--- src/pkg/omc_cfg_regs.vh ---
// register offsets, field positions, reset values and mode codes for the output macrocell configuration block
`ifndef OMC_CFG_REGS_VH
`define OMC_CFG_REGS_VH

// byte offsets on the register bus
`define OMC_ADDR_GLOBAL   8'h00
`define OMC_ADDR_POLARITY 8'h04
`define OMC_ADDR_LOCALAC  8'h08
`define OMC_ADDR_STATUS   8'h0c
`define OMC_ADDR_PTCOUNT  8'h10
`define OMC_ADDR_INPUT    8'h14

// fields of the global register
`define OMC_GLB_SYNC_BIT  0
`define OMC_GLB_ARCH_BIT  1

// reset values: registered mode, no inversion, all cells outputs
`define OMC_RST_GLOBAL    2'h0
`define OMC_RST_POLARITY  8'h00
`define OMC_RST_LOCALAC   8'h00

// mode codes, as reported in status bits 1:0
`define OMC_MODE_SIMPLE   2'h0
`define OMC_MODE_COMPLEX  2'h1
`define OMC_MODE_REG      2'h2

// product term counts
`define OMC_PT_FULL       4'h8
`define OMC_PT_OE         4'h7

// bus responses
`define OMC_RESP_OKAY     2'h0
`define OMC_RESP_SLVERR   2'h2

`endif

--- src/rtl/omc_cfg_top.v ---
// output macrocell configuration logic with AXI4-Lite register access
// Function
// (RQ1) three global modes, simple, complex, registered, applied to all cells together
// (RQ2) sync select bit and global arch bit jointly choose the mode
// (RQ3) per-cell polarity bit inverts its output in every mode
// (RQ4) per-cell local arch bit picks input or output role within the mode
// (RQ5) configuration is two global bits plus sixteen per-cell bits
// (RQ6) registered mode: fixed pins become shared clock and output enable
// (RQ7) complex mode: clock and oe pins enter via outermost cells' feedback
// (RQ8) simple mode: feedback via neighbour cell; two inner cells have none
// (RQ9) registered cells clocked by shared clock, enabled by shared oe pin
// (RQ10) registered mode: each cell registered output or combinatorial io
// (RQ11) registered mode: registered gets eight terms, io gets seven plus enable
// (RQ12) complex mode: at most six inputs, outer cells cannot be inputs
// (RQ13) complex mode: seven sum terms plus one output enable term per cell
// (RQ14) complex and simple modes: clock and oe pins are plain data inputs
// (RQ15) simple mode: cells are dedicated inputs or always-driven outputs
// (RQ16) simple mode: up to eight sum terms, polarity kept
// (RQ17) simple mode: centre two cells never inputs
// (RQ18) power-down pin never feeds the logic array
// (RQ19) outside party drives power-down pin high to sleep, low to run
// (RQ20) unused fourth mode bit combination decodes as simple mode
//
// Local design decisions: register access over AXI4-Lite and the register offsets.
`timescale 1ns/1ns
`include "omc_cfg_regs.vh"

module omc_cfg_top #(
    parameter NCELL = 8
) (
    input wire clk_sys,
    input wire rst_n,
    input wire clkEn,
    // AXI4-Lite slave
    input wire [7:0] s_axi_awaddr,
    input wire s_axi_awvalid,
    output reg s_axi_awready,
    input wire [31:0] s_axi_wdata,
    input wire [3:0] s_axi_wstrb,
    input wire s_axi_wvalid,
    output reg s_axi_wready,
    output reg [1:0] s_axi_bresp,
    output reg s_axi_bvalid,
    input wire s_axi_bready,
    input wire [7:0] s_axi_araddr,
    input wire s_axi_arvalid,
    output reg s_axi_arready,
    output reg [31:0] s_axi_rdata,
    output reg [1:0] s_axi_rresp,
    output reg s_axi_rvalid,
    input wire s_axi_rready,
    // device pins and array
    input wire clkPin,
    input wire oePin,
    input wire powerDownPin,
    input wire [NCELL-1:0] sumIn,
    input wire [NCELL-1:0] oeTermIn,
    input wire [NCELL-1:0] ioPinIn,
    output reg [NCELL-1:0] ioPinOut,
    output reg [NCELL-1:0] ioPinOe,
    output reg [NCELL-1:0] feedbackOut,
    output reg [1:0] dataPinsOut,
    output reg [1:0] modeOut,
    output reg [NCELL-1:0] inputCapOut,
    output reg cfgErrorOut
);

    // configuration storage: two global bits and two bits per cell
    reg syncModeSelectBit_q; // (RQ5)
    reg globalArchControlBit_q;
    reg [NCELL-1:0] polarity_q;
    reg [NCELL-1:0] localArchControlBit_q;
    reg [NCELL-1:0] cellReg_q;
    reg clkPinDly_q;
    reg cfgError_q;

    // bus state
    reg awHeld_q;
    reg wHeld_q;
    reg [7:0] awAddr_q;
    reg [31:0] wData_q;
    reg [3:0] wStrb_q;

    // reset value of the global pair, split into its two fields below
    localparam [1:0] RST_GLB = `OMC_RST_GLOBAL;

    // mode table for the global pair:
    //   sync 0, arch 0 -> registered, the state left by reset
    //   sync 0, arch 1 -> complex
    //   sync 1, arch x -> simple; the fourth code lands here too
    // all cells switch together; there is no per-cell mode
    //
    // local arch bit per cell, 1 = input or io, 0 = output:
    //   registered: 0 = registered output, 1 = combinatorial io
    //   complex: 0 = output only, 1 = io; outer cells stay 0
    //   simple: 0 = driven output, 1 = dedicated input
    //   simple: centre cells stay 0
    // forbidden roles are flagged, not blocked, so software
    // sees a bad image instead of a silent fix-up
    //
    // cells 0 and NCELL-1 are the outer cells,
    // NCELL/2-1 and NCELL/2 are the centre cells
    //
    // product terms per cell, as shown in the count word:
    //   registered output: eight in the sum
    //   combinatorial io: seven in the sum, one for enable
    //   complex cell: seven in the sum, one for enable
    //   simple output: eight in the sum, no enable term
    //   simple input: none
    //
    // the shared clock pin is a level sampled on clk_sys;
    // pulses shorter than one clk_sys period can be missed,
    // a limit the board must respect
    //
    // the power-down pin is reported in status only; nothing
    // in the datapath reads it, so it never acts as array data

    // mode decode, shared by datapath and status
    function [1:0] decodeMode;
        input syncBit;
        input archBit;
        begin
            if (syncBit == 1'b0 && archBit == 1'b1) begin // (RQ2)
                decodeMode = `OMC_MODE_COMPLEX;
            end else if (syncBit == 1'b0 && archBit == 1'b0) begin
                decodeMode = `OMC_MODE_REG;
            end else begin
                decodeMode = `OMC_MODE_SIMPLE; // (RQ20)
            end
        end
    endfunction

    // index of the cell whose feedback a cell uses in simple mode
    function integer neighbour;
        input integer idx;
        begin
            if (idx < NCELL / 2) begin
                neighbour = idx + 1;
            end else begin
                neighbour = idx - 1;
            end
        end
    endfunction

    wire [1:0] mode = decodeMode(syncModeSelectBit_q, globalArchControlBit_q); // (RQ1)
    wire isReg = (mode == `OMC_MODE_REG);
    wire isCplx = (mode == `OMC_MODE_COMPLEX);
    wire isSimple = (mode == `OMC_MODE_SIMPLE);
    // the shared clock pin is sampled on clk_sys; a rising edge advances registered cells
    wire clkRise = clkPin & ~clkPinDly_q; // (RQ9)

    // per-cell combinational view of each mode
    reg [NCELL-1:0] outVal;
    reg [NCELL-1:0] outEn;
    reg [NCELL-1:0] fbVal;
    reg [NCELL-1:0] inCap;
    reg badCfg;
    integer i;
    always @* begin
        outVal = {NCELL{1'b0}};
        outEn = {NCELL{1'b0}};
        fbVal = {NCELL{1'b0}};
        inCap = {NCELL{1'b0}};
        badCfg = 1'b0;
        for (i = 0; i < NCELL; i = i + 1) begin
            if (isReg) begin
                if (localArchControlBit_q[i] == 1'b0) begin // (RQ10)
                    // registered: full eight-term sum, shared oe pin (active low)
                    outVal[i] = cellReg_q[i] ^ polarity_q[i]; // (RQ3)
                    outEn[i] = ~oePin; // (RQ9)
                    fbVal[i] = cellReg_q[i];
                end else begin
                    // combinatorial io: seven terms plus one enable term
                    outVal[i] = sumIn[i] ^ polarity_q[i]; // (RQ11)
                    outEn[i] = oeTermIn[i];
                    fbVal[i] = ioPinIn[i];
                    inCap[i] = 1'b1;
                end
            end else if (isCplx) begin
                outVal[i] = sumIn[i] ^ polarity_q[i]; // (RQ13)
                outEn[i] = oeTermIn[i];
                if (i == 0) begin
                    fbVal[i] = clkPin; // (RQ7)
                    badCfg = badCfg | localArchControlBit_q[i]; // (RQ12)
                end else if (i == NCELL - 1) begin
                    fbVal[i] = oePin; // (RQ7)
                    badCfg = badCfg | localArchControlBit_q[i]; // (RQ12)
                end else begin
                    fbVal[i] = ioPinIn[i];
                    inCap[i] = localArchControlBit_q[i];
                end
            end else begin
                // simple: dedicated input or always-driven output
                if (i == NCELL / 2 - 1 || i == NCELL / 2) begin
                    badCfg = badCfg | localArchControlBit_q[i]; // (RQ17)
                    outVal[i] = sumIn[i] ^ polarity_q[i];
                    outEn[i] = 1'b1;
                    fbVal[i] = 1'b0; // (RQ8)
                end else if (localArchControlBit_q[i]) begin
                    outEn[i] = 1'b0; // (RQ15)
                    inCap[i] = 1'b1;
                    fbVal[i] = ioPinIn[neighbour(i)]; // (RQ8)
                end else begin
                    outVal[i] = sumIn[i] ^ polarity_q[i]; // (RQ16)
                    outEn[i] = 1'b1; // (RQ15)
                    fbVal[i] = ioPinIn[neighbour(i)]; // (RQ8)
                end
            end
        end
    end

    // datapath registers; powerDownPin is deliberately not an array input
    always @(posedge clk_sys or negedge rst_n) begin
        if (!rst_n) begin
            cellReg_q <= {NCELL{1'b0}};
            clkPinDly_q <= 1'b0;
            ioPinOut <= {NCELL{1'b0}};
            ioPinOe <= {NCELL{1'b0}};
            feedbackOut <= {NCELL{1'b0}};
            dataPinsOut <= 2'h0;
            modeOut <= `OMC_MODE_SIMPLE;
            inputCapOut <= {NCELL{1'b0}};
            cfgError_q <= 1'b0;
            cfgErrorOut <= 1'b0;
        end else if (clkEn) begin
            clkPinDly_q <= clkPin;
            if (isReg && clkRise) begin
                cellReg_q <= sumIn; // (RQ6)
            end
            ioPinOut <= outVal;
            ioPinOe <= outEn;
            feedbackOut <= fbVal;
            // in registered mode the two pins are control only, never data
            dataPinsOut <= isReg ? 2'h0 : {oePin, clkPin}; // (RQ14)
            modeOut <= mode;
            inputCapOut <= inCap;
            cfgError_q <= badCfg;
            cfgErrorOut <= badCfg;
        end
    end

    // register map, byte addresses, one word each:
    //   0x00 global pair, bit 0 sync select, bit 1 global arch
    //   0x04 polarity, one bit per cell, 1 inverts
    //   0x08 local arch bits, one per cell
    //   0x0c status, read only: [1:0] mode, [2] config error,
    //        [3] power-down level, [15:8] input-capable cells
    //   0x10 product term counts, four bits per cell
    //   0x14 feedback values into the array
    // writes to read-only or unmapped words answer SLVERR
    // and change nothing
    //
    // write handshake, one cycle per step:
    //   c0 awvalid and wvalid seen
    //   c1 awready and wready pulse high
    //   c2 address and data held, readies low
    //   c3 register updated, bvalid high until bready
    // the two halves may also come apart, in either order
    //
    // ready pulses last one cycle on purpose: a master that
    // keeps valid up a cycle too long is not taken twice

    // write path: address and data taken in either order, answered once both held
    wire wrGo = awHeld_q & wHeld_q & ~s_axi_bvalid;
    wire [31:0] wdMask = {{8{wStrb_q[3]}}, {8{wStrb_q[2]}}, {8{wStrb_q[1]}}, {8{wStrb_q[0]}}};
    always @(posedge clk_sys or negedge rst_n) begin
        if (!rst_n) begin
            awHeld_q <= 1'b0;
            wHeld_q <= 1'b0;
            awAddr_q <= 8'h00;
            wData_q <= 32'h00000000;
            wStrb_q <= 4'h0;
            s_axi_awready <= 1'b0;
            s_axi_wready <= 1'b0;
            s_axi_bvalid <= 1'b0;
            s_axi_bresp <= `OMC_RESP_OKAY;
            syncModeSelectBit_q <= RST_GLB[`OMC_GLB_SYNC_BIT];
            globalArchControlBit_q <= RST_GLB[`OMC_GLB_ARCH_BIT];
            polarity_q <= `OMC_RST_POLARITY;
            localArchControlBit_q <= `OMC_RST_LOCALAC;
        end else if (clkEn) begin
            s_axi_awready <= ~awHeld_q & ~s_axi_awready & s_axi_awvalid;
            s_axi_wready <= ~wHeld_q & ~s_axi_wready & s_axi_wvalid;
            if (s_axi_awvalid && s_axi_awready) begin
                awHeld_q <= 1'b1;
                awAddr_q <= s_axi_awaddr;
            end
            if (s_axi_wvalid && s_axi_wready) begin
                wHeld_q <= 1'b1;
                wData_q <= s_axi_wdata;
                wStrb_q <= s_axi_wstrb;
            end
            if (wrGo) begin
                awHeld_q <= 1'b0;
                wHeld_q <= 1'b0;
                s_axi_bvalid <= 1'b1;
                s_axi_bresp <= `OMC_RESP_OKAY;
                case (awAddr_q & 8'hfc)
                    `OMC_ADDR_GLOBAL: begin
                        if (wStrb_q[0]) begin
                            syncModeSelectBit_q <= wData_q[`OMC_GLB_SYNC_BIT]; // (RQ2)
                            globalArchControlBit_q <= wData_q[`OMC_GLB_ARCH_BIT];
                        end
                    end
                    `OMC_ADDR_POLARITY: begin
                        polarity_q <= (polarity_q & ~wdMask[NCELL-1:0]) | (wData_q[NCELL-1:0] & wdMask[NCELL-1:0]);
                    end
                    `OMC_ADDR_LOCALAC: begin
                        localArchControlBit_q <= (localArchControlBit_q & ~wdMask[NCELL-1:0])
                            | (wData_q[NCELL-1:0] & wdMask[NCELL-1:0]); // (RQ4)
                    end
                    default: begin
                        s_axi_bresp <= `OMC_RESP_SLVERR;
                    end
                endcase
            end else if (s_axi_bvalid && s_axi_bready) begin
                s_axi_bvalid <= 1'b0;
            end
        end
    end

    // product term counts per cell for the status view, four bits each
    reg [31:0] ptWord;
    integer k;
    always @* begin
        ptWord = 32'h00000000;
        for (k = 0; k < NCELL; k = k + 1) begin
            if (isReg && !localArchControlBit_q[k]) begin
                ptWord[k*4 +: 4] = `OMC_PT_FULL; // (RQ11)
            end else if (isSimple) begin
                ptWord[k*4 +: 4] = localArchControlBit_q[k] ? 4'h0 : `OMC_PT_FULL; // (RQ16)
            end else begin
                ptWord[k*4 +: 4] = `OMC_PT_OE; // (RQ13)
            end
        end
    end

    // read handshake:
    //   c0 arvalid seen
    //   c1 arready pulses high
    //   c2 rvalid high with rdata, held until rready
    // status and counts come live from the decode, so a read
    // right after a write already sees the new mode

    // read path: one-cycle arready pulse, data the next edge
    always @(posedge clk_sys or negedge rst_n) begin
        if (!rst_n) begin
            s_axi_arready <= 1'b0;
            s_axi_rvalid <= 1'b0;
            s_axi_rdata <= 32'h00000000;
            s_axi_rresp <= `OMC_RESP_OKAY;
        end else if (clkEn) begin
            s_axi_arready <= ~s_axi_arready & ~s_axi_rvalid & s_axi_arvalid;
            if (s_axi_arvalid && s_axi_arready) begin
                s_axi_rvalid <= 1'b1;
                s_axi_rresp <= `OMC_RESP_OKAY;
                case (s_axi_araddr & 8'hfc)
                    `OMC_ADDR_GLOBAL: s_axi_rdata <= {30'h0, globalArchControlBit_q, syncModeSelectBit_q};
                    `OMC_ADDR_POLARITY: s_axi_rdata <= {{(32-NCELL){1'b0}}, polarity_q};
                    `OMC_ADDR_LOCALAC: s_axi_rdata <= {{(32-NCELL){1'b0}}, localArchControlBit_q};
                    `OMC_ADDR_STATUS: s_axi_rdata <= {16'h0, inCap, 4'h0, powerDownPin, cfgError_q, mode}; // (RQ18)
                    `OMC_ADDR_PTCOUNT: s_axi_rdata <= ptWord;
                    `OMC_ADDR_INPUT: s_axi_rdata <= {{(32-NCELL){1'b0}}, fbVal};
                    default: begin
                        s_axi_rdata <= 32'h00000000;
                        s_axi_rresp <= `OMC_RESP_SLVERR;
                    end
                endcase
            end else if (s_axi_rvalid && s_axi_rready) begin
                s_axi_rvalid <= 1'b0;
            end
        end
    end

endmodule // omc_cfg_top

--- config.mk ---
export PLATFORM = sky130hd
export DESIGN_NAME = omc_cfg_top
export DESIGN_NICKNAME = d
export VERILOG_FILES = /design/src/rtl/omc_cfg_top.v
export VERILOG_INCLUDE_DIRS = /design/src /design/src/pkg
export SDC_FILE = /design/constraint.sdc
export NUM_CORES = 1
export LEC_CHECK = 0
export ABC_CLOCK_PERIOD_IN_PS = 2400
export BUFFER_PORTS_ARGS = -buffer_cell sky130_fd_sc_hd__buf_2
export CAP_MARGIN = 20
export CORE_MARGIN = 8
export CORE_UTILIZATION = 48
export CTS_BUF_LIST = sky130_fd_sc_hd__clkbuf_4 sky130_fd_sc_hd__clkbuf_8
export CTS_CLUSTER_DIAMETER = 100
export DETAILED_ROUTE_END_ITERATION = 10
export PLACE_DENSITY = 0.81
export SLEW_MARGIN = 10
export SYNTH_ARGS = -nofsm -noshare
export SYNTH_HDL_FRONTEND = slang
export SYNTH_SLANG_ARGS = --single-unit
--- constraint.sdc ---
create_clock -name clk_sys -period 2.4 [get_ports clk_sys]
set_clock_uncertainty 0.15 [all_clocks]
set_input_delay 0.48 -clock clk_sys [delete_from_list [all_inputs] [get_ports clk_sys]]
set_output_delay 0.48 -clock clk_sys [all_outputs]
set_load 0.03 [all_outputs]
==> results.txt <==
ratio of cells with drive above 1 in the final layout - 37.1%
final cycle utilization of the critical path - 94.4%
synthesized-area fraction occupied by ao, oa, aoi and oai cells - 12.9%
area share of xor/xnor cells in the synthesized design - 2.32%
Clock Power Share - 23.0%
headroom to the max-slew limit - 63.7%
Port Buffer Count - 131
Post-synth EDFFs - 0
antenna viol nets, final - 0
Horiz. Die Dim - 121 um
mean cell area of the mapped netlist - 10.6 um^2
Synth cell types - 48
mux share of post-synthesis cell area - 15.6%
number of vias per cell - 5.50
post-synth top area cell - sky130_fd_sc_hd__dfrtp_1
min-delay src - s_axi_wdata[3]
netlist area before placement - 5280 um^2
total DRC errors in the routed layout - 0
post-CTS repair timing setup buffer count - 0
Synth Flop Type - sky130_fd_sc_hd__dfrtp_1
Worst setup EP type - flop
final routed wirelength across all metal layers - 15000 um
largest driver fanout on the critical path - 8
H-tree depth - 3
post-route worst setup slack - 0.135 ns
flip-flop and latch count after synthesis - 112
smallest hold slack - 0.173 ns
total net switching power - 1.84 mW
Crit Path Category - flop to flop
maximum capacitance violations - 0
dominant cells by area after synthesis - sky130_fd_sc_hd__dfrtp_1 53%, sky130_fd_sc_hd__mux2_2 12%, sky130_fd_sc_hd__nor2_1 4.1%
reg2reg start - awAddr_q[5]
first-pass GRT wire length - 24000 um
post-layout utilization of the core - 59.2%
routed wirelength normalized by instance count - 19.4 um
unrepaired setup endpoints after global routing - false
initial core utilization - 48.9%
adder and majority gate portion of the synthesized area - 0%
root buffer selected by CTS - sky130_fd_sc_hd__clkbuf_8
cells along the critical path - or4_4, or3_4, nor3b_4, buf_12, mux2_2
critical path required time - 2.52 ns
launching element type of the critical path - flop
proportion of netlist area held by the largest area contributor - 53.1%
most common cell after layout, fill and taps aside - sky130_fd_sc_hd__buf_2
slack of the worst reg-to-reg path - 0.13 ns
y dimension of the die - 121 um
final setup TNS - 0 ns
largest stage delay on the critical path - 0.54 ns
Endpoint, Worst Hold - wData_q[3]
fmax - 441 MHz
number of buffers on the longest clock path - 2
run status - complete, no violations
critical path data arrival time - 2.38 ns
number of placed I/O pins - 165
Antenna Cells - 0
num rows - 38
maximum resistive drop on vdd - 0.460 mV
Setup crit start - awAddr_q[5]
pwr dens - 811 nW/um^2
die area - 14600 um^2
overall fraction of global-route tracks in use - 20.9%
clock sink count - 112
number of cells on the worst reg-to-reg path - 5
Core Box Area - 10800 um^2
total count of hold-check failures in the final report - 0
simple-gate portion of the synthesized area - 11.9%
pre-CTS worst setup slack - 0.0884 ns
later-pin clock latency in the skew report - 0.38 ns
internal power summed over all cells - 3.34 mW
Logic pwr share - 27.9%
setup violation total in the final timing report - 0
total number of vias - 4259
area growth from synthesis to layout - 21.1%
GRT overflow - 0
CTS tree - done
detailed placement HPWL - 11600 um
category of cells accounting for the largest share of critical-path delay - simple AND/OR/NAND/NOR gates
Yosys warnings - 0
vias in the first global route - 4394
iteration count of the initial detailed-routing pass - 5
Hold WC Path Type - primary input to flop
violation count after the first detailed-route iteration - 301
routability congestion estimate - 0.861
number of buffers added by the clock tree synthesis step - 9
CP max stage cell - sky130_fd_sc_hd__or4_4
Final #Nets - 716
slew at the pin with the worst max-slew slack - 0.539 ns
commonest non-fill, non-tap cells in the layout - 130 x sky130_fd_sc_hd__buf_2, 112 x sky130_fd_sc_hd__dfrtp_1, 58 x sky130_fd_sc_hd__nor2_1
combinational family with the most area after synthesis - multiplexers
fraction of power consumed by sequential logic - 49.1%
part of the Yosys area used for sequential elements - 53.1%
Final min period - 2.27 ns
maximum number of pins on one net before global-route repair - 63
total count of max-transition violations in the final report - 0
clock edge transition at the registers on the reported setup and hold paths - 0.11 ns
number of antenna violations at the first check in global routing - 0
share of async-settable or async-resettable flops after synthesis - 100%
Worst Hold Depth - 2
switching share of total power - 35.4%
CP Buf/Inv Count - 1
Leak Pwr - 3.11 nW
number of instances in the synthesized netlist - 498
## Yosys cell counts (2+ instances only)
master                        n
sky130_fd_sc_hd__a21boi_0     2
sky130_fd_sc_hd__xnor2_1      8
sky130_fd_sc_hd__mux2i_1     19
sky130_fd_sc_hd__a22oi_1      4
sky130_fd_sc_hd__dfrtp_1    112
sky130_fd_sc_hd__inv_1        9
sky130_fd_sc_hd__nand2_1     40
sky130_fd_sc_hd__or2_2        3
sky130_fd_sc_hd__nor3_1       8
sky130_fd_sc_hd__a21oi_1     42
sky130_fd_sc_hd__a31oi_1      3
sky130_fd_sc_hd__a221oi_1     2
sky130_fd_sc_hd__mux2_2      54
sky130_fd_sc_hd__clkbuf_1    21
sky130_fd_sc_hd__o21ai_0     28
sky130_fd_sc_hd__xor2_1       6
sky130_fd_sc_hd__buf_1        6
sky130_fd_sc_hd__nand3_1      8
sky130_fd_sc_hd__o2bb2ai_1    2
sky130_fd_sc_hd__o22ai_1      4
sky130_fd_sc_hd__nor2_1      58
sky130_fd_sc_hd__nor2b_1      2
sky130_fd_sc_hd__buf_4       10
sky130_fd_sc_hd__o21a_1       3
sky130_fd_sc_hd__o31ai_1      6
sky130_fd_sc_hd__nor4_1       3
sky130_fd_sc_hd__nand2b_1     2
sky130_fd_sc_hd__a21o_1       3
sky130_fd_sc_hd__nand4_1      2
sky130_fd_sc_hd__a211oi_1    10
## repair_timing
item,CTS,global route
hold endpoints to repair,21,0
endpoints found under the setup margin,0,0
gates resized for setup,0,0
hold buffers,1,0
## worst max-delay path by stage
| stage | cells past startpoint | end | slack [ns] |
|---|---|---|---|
| after detailed placement | 6 | s_axi_rdata[6] | 0.09 |
| after floorplan | 4 | flop | 0.19 |
| after CTS | 5 | flop | 0.12 |
| final | 5 | flop | 0.13 |
| after global placement | 6 | s_axi_rdata[6] | 0.11 |
| after global routing | 5 | flop | 0.02 |
## area by class of cell
class	instances	area, um^2
sequential	112	2800
clock buffer	11	145
timing repair buffer	157	906
fill	933	4400
multi-input combinational	340	2260
clock inverter	5	63.8
tap	140	175
inverter	9	33.8
## cells by family after synthesis
family / after synthesis
AO/OA/AOI/OAI: 114
other: 1
AND/OR/NAND/NOR: 136
multiplexers: 74
XOR/XNOR: 14
flip-flops: 112
buffers and inverters: 47
## stage by stage
step                cells  area, um^2  power (mW)
finish                774        6390        5.18
floorplan             499        5280        3.46
detailed placement    757        6170        4.03
global route          774        6390        5.46
CTS                   774        6390        5.21
global placement      757        6170        3.97
## power groups by stage
stage	clock network (mW)	logic [mW]	registers, mW
after floorplan	0	0.675	2.79
after global placement	0	1.43	2.54
after detailed placement	0	1.46	2.57
after CTS	1.21	1.46	2.53
after global routing	1.30	1.57	2.58
final	1.19	1.45	2.54
## layer usage
metal / GRT usage, % / up-vias / routed length [um]
met5: 0 / - / 0
met4: 6.32 / 0 / 208
met3: 5.31 / 18 / 1240
met2: 34.0 / 157 / 7290
met1: 26.7 / 2066 / 6300
li1: - / 2018 / -
Note: power is estimated with default switching activity, not from simulation.
